File: src/rtl/usmc_map.svh
// Register offsets, field positions, reset values and counts of the mode-control slice.
// Assumes byte addresses on a 32-bit APB; included by its bare name.
`ifndef USMC_MAP_SVH
`define USMC_MAP_SVH

`define USMC_OFS_CTRL_TWO    8'h10
`define USMC_OFS_CTRL_THREE  8'h14
`define USMC_RST_CTRL_TWO    32'h0000_0000
`define USMC_RST_CTRL_THREE  32'h0000_0000

// Writable bits, full and reduced asynchronous-only instance
`define USMC_MSK_TWO_FULL    32'h0000_7F6F
`define USMC_MSK_THREE_FULL  32'h0000_07FF
`define USMC_MSK_TWO_LITE    32'h0000_406F
`define USMC_MSK_THREE_LITE  32'h0000_000F

// Second control register fields
`define USMC_NODE_ADDR_LSB   0
`define USMC_NODE_ADDR_MSB   3
`define USMC_LIN_LEN_BIT     5
`define USMC_LIN_IRQ_BIT     6
`define USMC_LAST_PULSE_BIT  8
`define USMC_PHASE_BIT       9
`define USMC_POLARITY_BIT    10
`define USMC_CLK_PIN_BIT     11
`define USMC_STOP_LSB        12
`define USMC_STOP_MSB        13
`define USMC_LIN_EN_BIT      14

// Third control register fields
`define USMC_ERR_IRQ_BIT     0
`define USMC_IR_EN_BIT       1
`define USMC_IR_LP_BIT       2
`define USMC_HDX_BIT         3
`define USMC_NACK_BIT        4
`define USMC_CARD_BIT        5
`define USMC_RX_DMA_BIT      6
`define USMC_TX_DMA_BIT      7
`define USMC_RTS_BIT         8
`define USMC_CTS_BIT         9
`define USMC_CTS_IRQ_BIT     10

// Break lengths in bit times
`define USMC_BREAK_SHORT     4'hA
`define USMC_BREAK_LONG      4'hB

`endif

File: src/rtl/usmc_pkg.sv
// Types shared by the mode-control slice.
// Assumes the map header carries all numbers.
package usmc_pkg;
  typedef logic [31:0] usmc_word_type;
  typedef logic [7:0]  usmc_addr_type;
  typedef logic [1:0]  usmc_stop_type;
  typedef logic [3:0]  usmc_nibble_type;
endpackage

File: src/rtl/usmc_mode_control.sv
// Mode-control slice of a serial transceiver: two control registers on APB
// and the mode, flow-control, clock-pin and break logic they steer.
// Assumes frame shifting and baud ticks come from logic on CORE_CLK;
// RX_PIN and CTS_N_PIN arrive from outside and are synchronised here.
`timescale 1ns/1ns
`default_nettype none
`include "usmc_map.svh"

////////////////////////////////////////////////////////////////////////////
// Notes on behaviour
// - Mute mode: node address match wakes, mismatch mutes
// - Break is ten or eleven low bit times
// - Break flag with enable raises interrupt
// - Last data bit pulse shown or suppressed
// - Phase picks first or second sampling edge
// - Polarity sets clock pin idle level
// - Clock pin driven only when enabled
// - Stop field selects one, half, two, one-half
// - LIN functions only while LIN enabled
// - Error flags interrupt with enable and receive DMA
// - Infrared coding only while infrared enabled
// - Low-power select picks infrared pulse timing
// - Half-duplex single wire when enabled
// - Card parity error sends NACK if enabled
// - Card protocol only while card enabled
// - DMA requests gated by their enables
// - Request-to-send low only while room
// - Clear-to-send low needed to start frame
// - Data written under high clear-to-send waits
// - Clear-to-send change flag with enable interrupts
// - Reduced instance drops sync, stop, card, DMA, flow bits
module usmc_mode_control #(
  parameter bit FULL_FEATURE = 1'b1
) (
  input  wire logic                     CORE_CLK,
  input  wire logic                     SYS_RST,
  input  wire logic                     CLK_EN,
  input  wire logic                     PSEL,
  input  wire logic                     PENABLE,
  input  wire logic                     PWRITE,
  input  wire usmc_pkg::usmc_addr_type  PADDR,
  input  wire usmc_pkg::usmc_word_type  PWDATA,
  output var  usmc_pkg::usmc_word_type  PRDATA,
  output var  logic                     PREADY,
  output var  logic                     PSLVERR,
  input  wire logic                     RX_PIN,
  input  wire logic                     CTS_N_PIN,
  output var  logic                     RTS_N_PIN,
  output var  logic                     SCLK_PIN,
  output var  logic                     SCLK_OE,
  input  wire logic                     BAUD_TICK,
  input  wire logic                     MUTE_MODE,
  input  wire logic                     ADDR_TAG_VALID,
  input  wire usmc_pkg::usmc_nibble_type ADDR_TAG,
  output var  logic                     MUTED,
  input  wire logic                     LIN_FLAG_CLR,
  output var  logic                     LIN_BREAK_FLAG,
  input  wire logic                     FRAMING_ERR,
  input  wire logic                     OVERRUN_ERR,
  input  wire logic                     NOISE_ERR,
  input  wire logic                     CTS_FLAG_CLR,
  output var  logic                     CTS_CHANGE_FLAG,
  output var  logic                     IRQ,
  input  wire logic                     TX_DATA_BIT,
  input  wire logic                     TX_LAST_BIT,
  input  wire logic                     BIT_SECOND_HALF,
  output var  logic                     SAMPLE_SECOND_EDGE,
  output var  usmc_pkg::usmc_stop_type  STOP_SEL,
  output var  logic                     LIN_EN,
  output var  logic                     IRDA_EN,
  output var  logic                     IRDA_LOW_POWER,
  output var  logic                     HALF_DUPLEX,
  output var  logic                     CARD_EN,
  input  wire logic                     CARD_PARITY_ERR,
  output var  logic                     CARD_NACK_REQ,
  input  wire logic                     RX_DATA_READY,
  input  wire logic                     TX_BUF_EMPTY,
  output var  logic                     RX_DMA_REQ,
  output var  logic                     TX_DMA_REQ,
  input  wire logic                     RX_ROOM,
  input  wire logic                     TX_PENDING,
  input  wire logic                     TX_BUSY,
  output var  logic                     TX_START
);
  import usmc_pkg::*;

  localparam usmc_word_type MSK_TWO   = FULL_FEATURE ? `USMC_MSK_TWO_FULL : `USMC_MSK_TWO_LITE;
  localparam usmc_word_type MSK_THREE = FULL_FEATURE ? `USMC_MSK_THREE_FULL : `USMC_MSK_THREE_LITE;

  usmc_word_type ctrl_two_ff;
  usmc_word_type ctrl_three_ff;
  usmc_word_type prdata_ff;
  logic          pready_ff;
  logic          pslverr_ff;
  logic          rx_meta_ff, rx_sync_ff;
  logic          cts_meta_ff, cts_sync_ff, cts_prev_ff;
  logic [3:0]    low_run_ff;
  logic          break_armed_ff;
  logic          lin_flag_ff;
  logic          cts_flag_ff;
  logic          muted_ff;
  logic          irq_ff;
  logic          sclk_ff, sclk_oe_ff;
  logic          rts_n_ff;
  logic          tx_start_ff;
  logic          rx_dma_ff, tx_dma_ff;
  logic          nack_ff;
  logic [8:0]    mode_ff;
  logic          access_ok;
  logic [3:0]    break_len;
  logic          break_hit;
  logic          cts_change;
  logic          err_any;
  logic          nxt_sclk;
  logic          tx_allowed;

  // One-hot select of the two registers, shared by read and write
  function automatic logic [1:0] reg_sel(input usmc_addr_type a);
    reg_sel = {a == `USMC_OFS_CTRL_THREE, a == `USMC_OFS_CTRL_TWO};
  endfunction

  ////////////////////////////////////////////////////////////////////////
  // APB slave: answer in the cycle after setup, so access lasts one cycle
  assign access_ok = PSEL & PENABLE & pready_ff;

  // Ready, read data and error are set up during setup phase
  always_ff @(posedge CORE_CLK) begin
    if (SYS_RST) begin
      pready_ff  <= 1'b0;
      pslverr_ff <= 1'b0;
      prdata_ff  <= 32'h0000_0000;
    end else if (CLK_EN) begin
      pready_ff  <= PSEL & ~PENABLE;
      pslverr_ff <= PSEL & ~PENABLE & (reg_sel(PADDR) == 2'b00);
      if (PSEL & ~PENABLE & ~PWRITE) begin
        unique case (reg_sel(PADDR))
          2'b01:   prdata_ff <= ctrl_two_ff;
          2'b10:   prdata_ff <= ctrl_three_ff;
          default: prdata_ff <= 32'h0000_0000;
        endcase
      end
    end
  end

  // Register writes; masked bits stay zero in both instances
  always_ff @(posedge CORE_CLK) begin
    if (SYS_RST) begin
      ctrl_two_ff   <= `USMC_RST_CTRL_TWO;
      ctrl_three_ff <= `USMC_RST_CTRL_THREE;
    end else if (CLK_EN && access_ok && PWRITE) begin
      if (reg_sel(PADDR) == 2'b01) begin
        ctrl_two_ff <= PWDATA & MSK_TWO;
      end
      if (reg_sel(PADDR) == 2'b10) begin
        ctrl_three_ff <= PWDATA & MSK_THREE;
      end
    end
  end

  ////////////////////////////////////////////////////////////////////////
  // Pin synchronisers; first stage feeds only the second
  always_ff @(posedge CORE_CLK) begin
    if (SYS_RST) begin
      rx_meta_ff  <= 1'b1;
      rx_sync_ff  <= 1'b1;
      cts_meta_ff <= 1'b1;
      cts_sync_ff <= 1'b1;
      cts_prev_ff <= 1'b1;
    end else if (CLK_EN) begin
      rx_meta_ff  <= RX_PIN;
      rx_sync_ff  <= rx_meta_ff;
      cts_meta_ff <= CTS_N_PIN;
      cts_sync_ff <= cts_meta_ff;
      cts_prev_ff <= cts_sync_ff;
    end
  end

  ////////////////////////////////////////////////////////////////////////
  // Break detection: count low bit times, fire once per low period
  assign break_len = ctrl_two_ff[`USMC_LIN_LEN_BIT] ? `USMC_BREAK_LONG : `USMC_BREAK_SHORT;
  assign break_hit = ctrl_two_ff[`USMC_LIN_EN_BIT] & ~rx_sync_ff & BAUD_TICK & break_armed_ff
                     & (low_run_ff == break_len - 4'h1);

  // Run counter cleared by any high level or with LIN off
  always_ff @(posedge CORE_CLK) begin
    if (SYS_RST) begin
      low_run_ff     <= 4'h0;
      break_armed_ff <= 1'b1;
    end else if (CLK_EN) begin
      if (rx_sync_ff || !ctrl_two_ff[`USMC_LIN_EN_BIT]) begin
        low_run_ff     <= 4'h0;
        break_armed_ff <= 1'b1;
      end else if (BAUD_TICK && break_armed_ff) begin
        low_run_ff <= low_run_ff + 4'h1;
        if (break_hit) begin
          break_armed_ff <= 1'b0;
        end
      end
    end
  end

  // Sticky break flag; a new break beats a clear in the same cycle
  always_ff @(posedge CORE_CLK) begin
    if (SYS_RST) begin
      lin_flag_ff <= 1'b0;
    end else if (CLK_EN) begin
      if (break_hit) begin
        lin_flag_ff <= 1'b1;
      end else if (LIN_FLAG_CLR) begin
        lin_flag_ff <= 1'b0;
      end
    end
  end

  ////////////////////////////////////////////////////////////////////////
  // Clear-to-send change flag, same set-wins ordering
  assign cts_change = ctrl_three_ff[`USMC_CTS_BIT] & (cts_sync_ff != cts_prev_ff);

  always_ff @(posedge CORE_CLK) begin
    if (SYS_RST) begin
      cts_flag_ff <= 1'b0;
    end else if (CLK_EN) begin
      if (cts_change) begin
        cts_flag_ff <= 1'b1;
      end else if (CTS_FLAG_CLR) begin
        cts_flag_ff <= 1'b0;
      end
    end
  end

  ////////////////////////////////////////////////////////////////////////
  // Interrupt request combines the three enabled sources
  assign err_any = FRAMING_ERR | OVERRUN_ERR | NOISE_ERR;

  always_ff @(posedge CORE_CLK) begin
    if (SYS_RST) begin
      irq_ff <= 1'b0;
    end else if (CLK_EN) begin
      irq_ff <= (lin_flag_ff & ctrl_two_ff[`USMC_LIN_IRQ_BIT])
              | (err_any & ctrl_three_ff[`USMC_ERR_IRQ_BIT] & ctrl_three_ff[`USMC_RX_DMA_BIT])
              | (cts_flag_ff & ctrl_three_ff[`USMC_CTS_IRQ_BIT]);
    end
  end

  ////////////////////////////////////////////////////////////////////////
  // Multiprocessor mute: tag compare decides mute or wake
  always_ff @(posedge CORE_CLK) begin
    if (SYS_RST) begin
      muted_ff <= 1'b0;
    end else if (CLK_EN) begin
      if (!MUTE_MODE) begin
        muted_ff <= 1'b0;
      end else if (ADDR_TAG_VALID) begin
        muted_ff <= ADDR_TAG != ctrl_two_ff[`USMC_NODE_ADDR_MSB:`USMC_NODE_ADDR_LSB];
      end
    end
  end

  ////////////////////////////////////////////////////////////////////////
  // Serial clock pin: idle at polarity, one pulse per data bit; last bit's pulse only with its bit set.
  // Phase 0 toggles mid-bit so the first edge samples; phase 1 leads.
  // Clock bits are taken live: changing them mid-frame glitches the pin.
  always_comb begin
    nxt_sclk = ctrl_two_ff[`USMC_POLARITY_BIT];
    if (TX_DATA_BIT && !(TX_LAST_BIT && !ctrl_two_ff[`USMC_LAST_PULSE_BIT])) begin
      nxt_sclk = ctrl_two_ff[`USMC_POLARITY_BIT]
               ^ (ctrl_two_ff[`USMC_PHASE_BIT] ? ~BIT_SECOND_HALF : BIT_SECOND_HALF);
    end
  end

  always_ff @(posedge CORE_CLK) begin
    if (SYS_RST) begin
      sclk_ff    <= 1'b0;
      sclk_oe_ff <= 1'b0;
    end else if (CLK_EN) begin
      sclk_ff    <= nxt_sclk;
      sclk_oe_ff <= ctrl_two_ff[`USMC_CLK_PIN_BIT];
    end
  end

  ////////////////////////////////////////////////////////////////////////
  // Mode levels for the frame logic, registered for clean outputs
  always_ff @(posedge CORE_CLK) begin
    if (SYS_RST) begin
      mode_ff <= 9'h000;
    end else if (CLK_EN) begin
      mode_ff <= {ctrl_two_ff[`USMC_PHASE_BIT],
                  ctrl_two_ff[`USMC_STOP_MSB:`USMC_STOP_LSB],
                  ctrl_two_ff[`USMC_LIN_EN_BIT],
                  ctrl_three_ff[`USMC_IR_EN_BIT],
                  ctrl_three_ff[`USMC_IR_EN_BIT] & ctrl_three_ff[`USMC_IR_LP_BIT],
                  ctrl_three_ff[`USMC_HDX_BIT],
                  ctrl_three_ff[`USMC_CARD_BIT],
                  1'b0};
    end
  end

  // Card NACK on parity error, only with card mode and NACK on
  always_ff @(posedge CORE_CLK) begin
    if (SYS_RST) begin
      nack_ff <= 1'b0;
    end else if (CLK_EN) begin
      nack_ff <= CARD_PARITY_ERR & ctrl_three_ff[`USMC_CARD_BIT]
               & ctrl_three_ff[`USMC_NACK_BIT];
    end
  end

  ////////////////////////////////////////////////////////////////////////
  // DMA requests follow their sources only while enabled
  always_ff @(posedge CORE_CLK) begin
    if (SYS_RST) begin
      rx_dma_ff <= 1'b0;
      tx_dma_ff <= 1'b0;
    end else if (CLK_EN) begin
      rx_dma_ff <= RX_DATA_READY & ctrl_three_ff[`USMC_RX_DMA_BIT];
      tx_dma_ff <= TX_BUF_EMPTY & ctrl_three_ff[`USMC_TX_DMA_BIT];
    end
  end

  ////////////////////////////////////////////////////////////////////////
  // Flow control: request-to-send low means room; without it, always low.
  // Clear-to-send gates only frame starts, so a running frame completes
  // and written data simply stays pending until the line goes low.
  assign tx_allowed = ~ctrl_three_ff[`USMC_CTS_BIT] | ~cts_sync_ff;

  always_ff @(posedge CORE_CLK) begin
    if (SYS_RST) begin
      rts_n_ff    <= 1'b1;
      tx_start_ff <= 1'b0;
    end else if (CLK_EN) begin
      rts_n_ff    <= ctrl_three_ff[`USMC_RTS_BIT] & ~RX_ROOM;
      tx_start_ff <= TX_PENDING & ~TX_BUSY & ~tx_start_ff & tx_allowed;
    end
  end

  ////////////////////////////////////////////////////////////////////////
  // Output wiring, every one from a flip-flop
  assign PRDATA             = prdata_ff;
  assign PREADY             = pready_ff;
  assign PSLVERR            = pslverr_ff;
  assign RTS_N_PIN          = rts_n_ff;
  assign SCLK_PIN           = sclk_ff;
  assign SCLK_OE            = sclk_oe_ff;
  assign MUTED              = muted_ff;
  assign LIN_BREAK_FLAG     = lin_flag_ff;
  assign CTS_CHANGE_FLAG    = cts_flag_ff;
  assign IRQ                = irq_ff;
  assign SAMPLE_SECOND_EDGE = mode_ff[8];
  assign STOP_SEL           = mode_ff[7:6];
  assign LIN_EN             = mode_ff[5];
  assign IRDA_EN            = mode_ff[4];
  assign IRDA_LOW_POWER     = mode_ff[3];
  assign HALF_DUPLEX        = mode_ff[2];
  assign CARD_EN            = mode_ff[1];
  assign CARD_NACK_REQ      = nack_ff;
  assign RX_DMA_REQ         = rx_dma_ff;
  assign TX_DMA_REQ         = tx_dma_ff;
  assign TX_START           = tx_start_ff;

  ////////////////////////////////////////////////////////////////////////
  // Checks beside the logic
  a_break_flag_set: assert property (@(posedge CORE_CLK) disable iff (SYS_RST)
    CLK_EN && break_hit |=> lin_flag_ff)
    else $error("break not flagged");

  a_break_needs_lin: assert property (@(posedge CORE_CLK) disable iff (SYS_RST)
    $rose(lin_flag_ff) |-> $past(ctrl_two_ff[`USMC_LIN_EN_BIT]))
    else $error("break flagged with LIN off");

  a_break_irq: assert property (@(posedge CORE_CLK) disable iff (SYS_RST)
    CLK_EN && lin_flag_ff && ctrl_two_ff[`USMC_LIN_IRQ_BIT] |=> irq_ff)
    else $error("break interrupt missing");

  a_err_irq_gate: assert property (@(posedge CORE_CLK) disable iff (SYS_RST)
    CLK_EN && err_any && !ctrl_three_ff[`USMC_RX_DMA_BIT] && !lin_flag_ff && !cts_flag_ff |=> !irq_ff)
    else $error("error interrupt without receive DMA");

  a_cts_irq: assert property (@(posedge CORE_CLK) disable iff (SYS_RST)
    CLK_EN && cts_flag_ff && ctrl_three_ff[`USMC_CTS_IRQ_BIT] |=> irq_ff)
    else $error("clear-to-send interrupt missing");

  a_mute_compare: assert property (@(posedge CORE_CLK) disable iff (SYS_RST)
    CLK_EN && MUTE_MODE && ADDR_TAG_VALID
    |=> muted_ff == ($past(ADDR_TAG) != $past(ctrl_two_ff[3:0])))
    else $error("address match decision wrong");

  a_clock_oe: assert property (@(posedge CORE_CLK) disable iff (SYS_RST)
    CLK_EN ##1 CLK_EN |-> sclk_oe_ff == $past(ctrl_two_ff[`USMC_CLK_PIN_BIT]))
    else $error("clock pin enable wrong");

  a_clock_idle: assert property (@(posedge CORE_CLK) disable iff (SYS_RST)
    CLK_EN && !TX_DATA_BIT |=> sclk_ff == $past(ctrl_two_ff[`USMC_POLARITY_BIT]))
    else $error("clock idle level wrong");

  a_last_pulse: assert property (@(posedge CORE_CLK) disable iff (SYS_RST)
    CLK_EN && TX_LAST_BIT && !ctrl_two_ff[`USMC_LAST_PULSE_BIT]
    |=> sclk_ff == $past(ctrl_two_ff[`USMC_POLARITY_BIT]))
    else $error("last bit pulse not suppressed");

  a_cts_gate: assert property (@(posedge CORE_CLK) disable iff (SYS_RST)
    $rose(tx_start_ff) |-> $past(!ctrl_three_ff[`USMC_CTS_BIT] || !cts_sync_ff))
    else $error("frame started under high clear-to-send");

  a_rts_level: assert property (@(posedge CORE_CLK) disable iff (SYS_RST)
    CLK_EN && ctrl_three_ff[`USMC_RTS_BIT] && RX_ROOM |=> !rts_n_ff)
    else $error("request-to-send high with room");

  a_apb_answer: assert property (@(posedge CORE_CLK) disable iff (SYS_RST)
    CLK_EN && PSEL && !PENABLE |=> pready_ff)
    else $error("APB answer late");

endmodule
`default_nettype wire

File: config.mk
export PLATFORM = sky130hd
export DESIGN_NAME = usmc_mode_control
export DESIGN_NICKNAME = d
export VERILOG_FILES = /design/src/rtl/usmc_pkg.sv /design/src/rtl/usmc_mode_control.sv
export VERILOG_INCLUDE_DIRS = /design/src /design/src/rtl
export SDC_FILE = /design/constraint.sdc
export NUM_CORES = 1
export LEC_CHECK = 0
export ABC_AREA = 1
export BUFFER_PORTS_ARGS = -buffer_cell sky130_fd_sc_hd__buf_2
export CORE_MARGIN = 10
export CORE_UTILIZATION = 32
export DETAILED_ROUTE_END_ITERATION = 16
export PLACE_DENSITY_LB_ADDON = 0.3
export SLEW_MARGIN = 15
export SYNTH_ARGS = -nofsm -noshare
export SYNTH_HDL_FRONTEND = slang
export SYNTH_SLANG_ARGS = --single-unit
export TNS_END_PERCENT = 5
File: constraint.sdc
create_clock -name CORE_CLK -period 3.3 [get_ports CORE_CLK]
set_input_delay 0.66 -clock CORE_CLK [delete_from_list [all_inputs] [get_ports CORE_CLK]]
set_output_delay 0.66 -clock CORE_CLK [all_outputs]
set_load 0.005 [all_outputs]
==> flow_summary_export.csv, run 1 <==
group,metric,value,unit
outcome,status,"finished, final reports clean",
worst_hold_path,holdCritPathClass,"register to register",
finish,drive_above_1_share,24.1,%
finish,final_common_cell,"buf_2",
place,dp.final_hpwl,6.56,mm
power,switchingPower,0.394,mW
power,power.density,447,nW/um^2
grt,antenna_found_initial,0,
detailed_routing,wl_per_cell,13.9,um
setup_path,cp-end-kind,"register",
sta,setup_slack,0.912,ns
clocking,clk_pin_slew,0.07,ns
detailed_routing,routed_wl,8.71,mm
synthesis,ys_seq_area_share,45.0,%
detailed_routing,first_pass_iters,4,
synthesis,yosysUniqueCellTypes,33,
setup_path,worstSetupStartpoint,"PADDR[1]",
finish,final_cells,626,
sta,rsz0062_at_grt,"no",
detailed_routing,via_per_inst,4.55,
floorplanning,fp.dieW,119,um
sta,tns,0,ns
power,pwr-share-seq,52.1,%
sta,final_hold_viol_count,0,
synthesis,synth_warnings,0,
detailed_routing,drt_iter0_markers,162,
power,p_comb_share,8.2,%
synthesis,syn-cell-area,3120,um^2
clocking,post_cts_buffers,0,
power,p_clk_share,39.7,%
power,p_int,1.27,mW
setup_path,start_kind,"input port",
floorplanning,io_pins,122,
clocking,cts_buffers,9,
grt,overflow,0,
clocking,cts_resized,0,
sta,fin_crit,2.39,ns
sta,worstMarginPinSlew,0.660,ns
place,placed_cells,610,
power,ir_worst_vdd,194,uV
grt,grtUsageTotal,12.2,%
setup_path,r2r_end,"ctrl_two_ff[2]",
sta,finalClockSkew,0.0118,ns
grt,grt_max_degree,45,
power,switching_share,23.7,%
clocking,cts_buffer_depth,2,
clocking,clock_latency,0.34,ns
clocking,h-tree-depth,3,
sta,fmax,419,MHz
clocking,ctsHoldBuffers,0,
setup_path,endpoint,"PRDATA[1]",
grt,grt_pass1_wl,14.0,mm
finish,area_growth,19.7,%
setup_path,ff2ff_path_depth,5,
place,globalplace.congestion,0.771,
floorplanning,core,9370,um^2
sta,finalCritPeriodShare,72.3,%
detailed_routing,ant_nets,0,
clocking,cts-root-buf,"clkbuf_8",
synthesis,synthCells,413,
floorplanning,die_h,119,um
sta,relSlewSlack,55.9,%
finish,layout_common_cells,"87 x buf_2, 70 x dfxtp_1, 62 x nand2_1",
floorplanning,rows,35,
detailed_routing,drc,0,
sta,setup_viol_count_final,0,
flow_run,drv_cap,0,
floorplanning,dieArea,14100,um^2
setup_path,path_class,"input port to register",
detailed_routing,vias,2848,
setup_path,required,3.57,ns
finish,post-route-cell-area,3730,um^2
place,preCtsSetupSlack,0.524,ns
setup_path,arrival,2.66,ns
place,place.port_buffers,87,
power,p_leak,1.64,nW
setup_path,r2r_start,"PREADY",
place,dpl-instance-area,3530,um^2
finish,diodes,0,
clocking,cts_tree,"done",
sta,slew_viol_final,0,
setup_path,r2r_slack,1.72,ns
setup_path,crit_fanout,11,
finish,final_nets,565,
floorplanning,start_util,33.2,%
grt,grt_pass1_vias,2833,
clocking,clock-sinks,70,
synthesis,ys_ff_latch,70,
synthesis,syn_area_per_cell,7.54,um^2
final cells by class:
cell class	count	area, um^2
clock buffers	14	183
clock inverters	2	13.8
fillers	1019	5640
inverters	46	178
multi-input cells	275	1330
flip-flops and latches	70	1400
well taps	129	161
repair buffers	90	458
worst min path at each step:
stage,from,end,slack (ns),depth (start not counted)
after detailed placement,cts_meta_ff,cts_meta_ff,0.45,2
after global placement,cts_meta_ff,cts_meta_ff,0.44,2
final,mode_ff[1],mode_ff[1],0.46,2
after CTS,mode_ff[1],mode_ff[1],0.46,2
after global routing,mode_ff[1],mode_ff[1],0.48,2
after floorplan,cts_meta_ff,cts_meta_ff,0.43,2
cells in the mapped netlist (all sizes together):
library cell | instances | area share, %
a21boi | 1 | 0.24
a21oi | 61 | 10
buf | 30 | 7.4
clkbuf | 8 | 1.0
conb | 1 | 0.12
dfxtp | 70 | 45
ha | 4 | 1.6
inv | 46 | 5.7
nand2 | 66 | 8.6
nand3 | 24 | 4.2
nand3b | 1 | 0.24
nand4 | 3 | 0.60
nor2 | 35 | 4.5
nor3 | 3 | 0.48
nor3b | 1 | 0.24
o211ai | 1 | 0.24
o21ai | 54 | 8.9
o22ai | 3 | 0.60
o31ai | 1 | 0.24
critical path, cell delays in order:
cell and delay [ns]:
buf_2 0.10, nor3_1 0.24, inv_1 0.06, nor3_1 0.21
inv_1 0.10, ha_1 0.47, nand2_1 0.33, o21ai_0 0.27
o21ai_0 0.10, nor2_1 0.11
power groups by stage:
stage                     registers, mW  logic (mW)  clock network [mW]
after global placement            0.888       0.134                   0
after global routing              0.870       0.157               0.718
final                             0.869       0.136               0.662
after detailed placement          0.889       0.137                   0
after floorplan                   0.890      0.0890                   0
after CTS                         0.869       0.138               0.680
state kept, by name (all words and copies together), names as in the netlist, 4 cells and up:
name,count
ctrl_two_ff,13
low_run_ff,4
mode_ff,8
ctrl_three_ff,11
PRDATA,15
logic make-up after synthesis:
kind of cell | synth area share [%]
compound gates | 20.3
fa+ha+maj | 1.61
buf+inv | 14.1
flops | 45.0
other cells | 0.120
simple gates | 18.9
layer usage:
metal	vias to the layer above	routed length [um]	global-route usage, %
met1	1299	3790	13.6
met2	77	4240	21.1
met5	-	0	0
met4	0	76	4.05
met3	5	606	4.38
li1	1467	-	-
through the flow:
stage / util, % / power, mW / hold slack [ns]
final: 39.8 / 1.67 / 0.459
after floorplan: - / 0.979 / 0.429
after CTS: 39.8 / 1.69 / 0.464
after detailed placement: 37.7 / 1.03 / 0.450
after global routing: 39.8 / 1.74 / 0.483
after global placement: 37.7 / 1.02 / 0.442
(Power assumes the default switching activity.)
==> inputs of run 2 (changes only) <==
==> constraint.sdc (replaced) <==
create_clock -name CORE_CLK -period 2.4 [get_ports CORE_CLK]
set_input_delay 0.48 -clock CORE_CLK [delete_from_list [all_inputs] [get_ports CORE_CLK]]
set_output_delay 0.48 -clock CORE_CLK [all_outputs]
set_load 0.005 [all_outputs]
==> run 2 against run 1 <==
  * Via count up 0.91%
  * Final cell count is 0.48% higher
  * Core utilization is 0.27 points higher
  * Critical endpoint is now PRDATA[0]
==> flow_summary_export.csv, run 2 (synthesis results as in run 1) <==
group,metric,value,unit
sta,fmax,507,MHz
clocking,cts_buffers,9,
setup_path,path_class,"input port to register",
sta,rsz0062_at_grt,"no",
outcome,status,"finished, final reports clean",
floorplanning,io_pins,122,
place,dp.final_hpwl,6.74,mm
clocking,clk_pin_slew,0.08,ns
place,place.port_buffers,87,
detailed_routing,vias,2874,
sta,setup_viol_count_final,0,
finish,drive_above_1_share,24.6,%
floorplanning,rows,35,
clocking,ctsHoldBuffers,0,
clocking,h-tree-depth,3,
power,power.density,623,nW/um^2
power,p_leak,1.66,nW
clocking,cts_resized,0,
clocking,clock_latency,0.34,ns
power,ir_worst_vdd,312,uV
clocking,cts_tree,"done",
grt,grtUsageTotal,12.3,%
floorplanning,start_util,33.2,%
setup_path,start_kind,"input port",
finish,final_common_cell,"buf_2",
sta,fin_crit,1.97,ns
detailed_routing,drt_iter0_markers,142,
floorplanning,die_h,119,um
setup_path,required,2.63,ns
sta,final_hold_viol_count,0,
finish,diodes,0,
finish,fill_cells,1043,
finish,area_growth,20.5,%
setup_path,cp-end-kind,"register",
sta,finalCritPeriodShare,82.2,%
flow_run,drv_cap,0,
sta,finalClockSkew,0.00748,ns
clocking,post_cts_buffers,0,
detailed_routing,routed_wl,8.95,mm
grt,overflow,0,
detailed_routing,wl_per_cell,14.2,um
floorplanning,fp.dieW,119,um
grt,antenna_found_initial,1,
clocking,cts-root-buf,"clkbuf_8",
setup_path,arrival,2.21,ns
setup_path,crit_fanout,11,
detailed_routing,first_pass_iters,5,
detailed_routing,via_per_inst,4.57,
grt,grt_pass1_vias,2849,
grt,grt_max_degree,45,
floorplanning,core,9370,um^2
setup_path,r2r_slack,0.98,ns
worst_hold_path,holdCritPathClass,"input port to register",
sta,slew_viol_final,0,
sta,tns,0,ns
finish,largest_reg_flops,15,
detailed_routing,drc,0,
clocking,cts_buffer_depth,2,
sta,hold_slack,0.320,ns
grt,grt_pass1_wl,14.2,mm
detailed_routing,ant_nets,0,
floorplanning,dieArea,14100,um^2
clocking,clock-sinks,70,
finish,final_nets,568,
place,globalplace.congestion,0.802,
finish,layout_common_cells,"87 x buf_2, 70 x dfxtp_1, 62 x nand2_1",
-- run 2: worst paths after layout --
path / start / end / cells after the start
setup / recovery: PADDR[1] / PRDATA[0] / 10
hold / removal: RX_ROOM / RTS_N_PIN / 2
setup reg to reg: PREADY / ctrl_three_ff[10] / 5
hold reg to reg: mode_ff[1] / mode_ff[1] / 2
-- run 2: final cells by class --
type | instances | area, um^2 | area share, %
timing repair buffer | 93 | 480 | 12.8
clock inverter | 6 | 61.3 | 1.63
multi-input combinational | 275 | 1330 | 35.5
tap | 129 | 161 | 4.30
sequential | 70 | 1400 | 37.3
inverter | 46 | 178 | 4.73
clock buffer | 10 | 138 | 3.67
-- run 2: through the flow --
stage	power, mW	cells	util (%)	cell area, um^2	worst slack [ns]
floorplan	1.35	429	-	3180	0.373
global placement	1.41	613	37.9	3550	0.150
detailed placement	1.41	613	37.9	3550	0.0942
CTS	2.36	629	40.1	3750	0.461
global route	2.44	629	40.1	3750	0.216
finish	2.34	629	40.1	3750	0.426
-- run 2: routing by layer --
layer	vias to the layer above	GRT usage [%]	part of all wire (%)
met2	73	21.0	48
met3	10	5.28	6.8
met5	-	0	0.19
li1	1476	-	-
met4	2	3.21	0.85
met1	1313	13.6	44
-- run 2: critical path: stages --
cell     delay (ns)
buf_2          0.10
nor3_1         0.23
inv_1          0.07
nor3_1         0.22
inv_1          0.11
ha_1           0.32
nand2_1        0.32
o21ai_0        0.12
o21ai_0        0.16
nor2_1         0.06
-- run 2: power by group --
group	switching, mW	leakage (nW)	internal [mW]
registers	0.0105	0.568	1.18
logic	0.113	0.986	0.0761
clock network	0.451	0.102	0.505
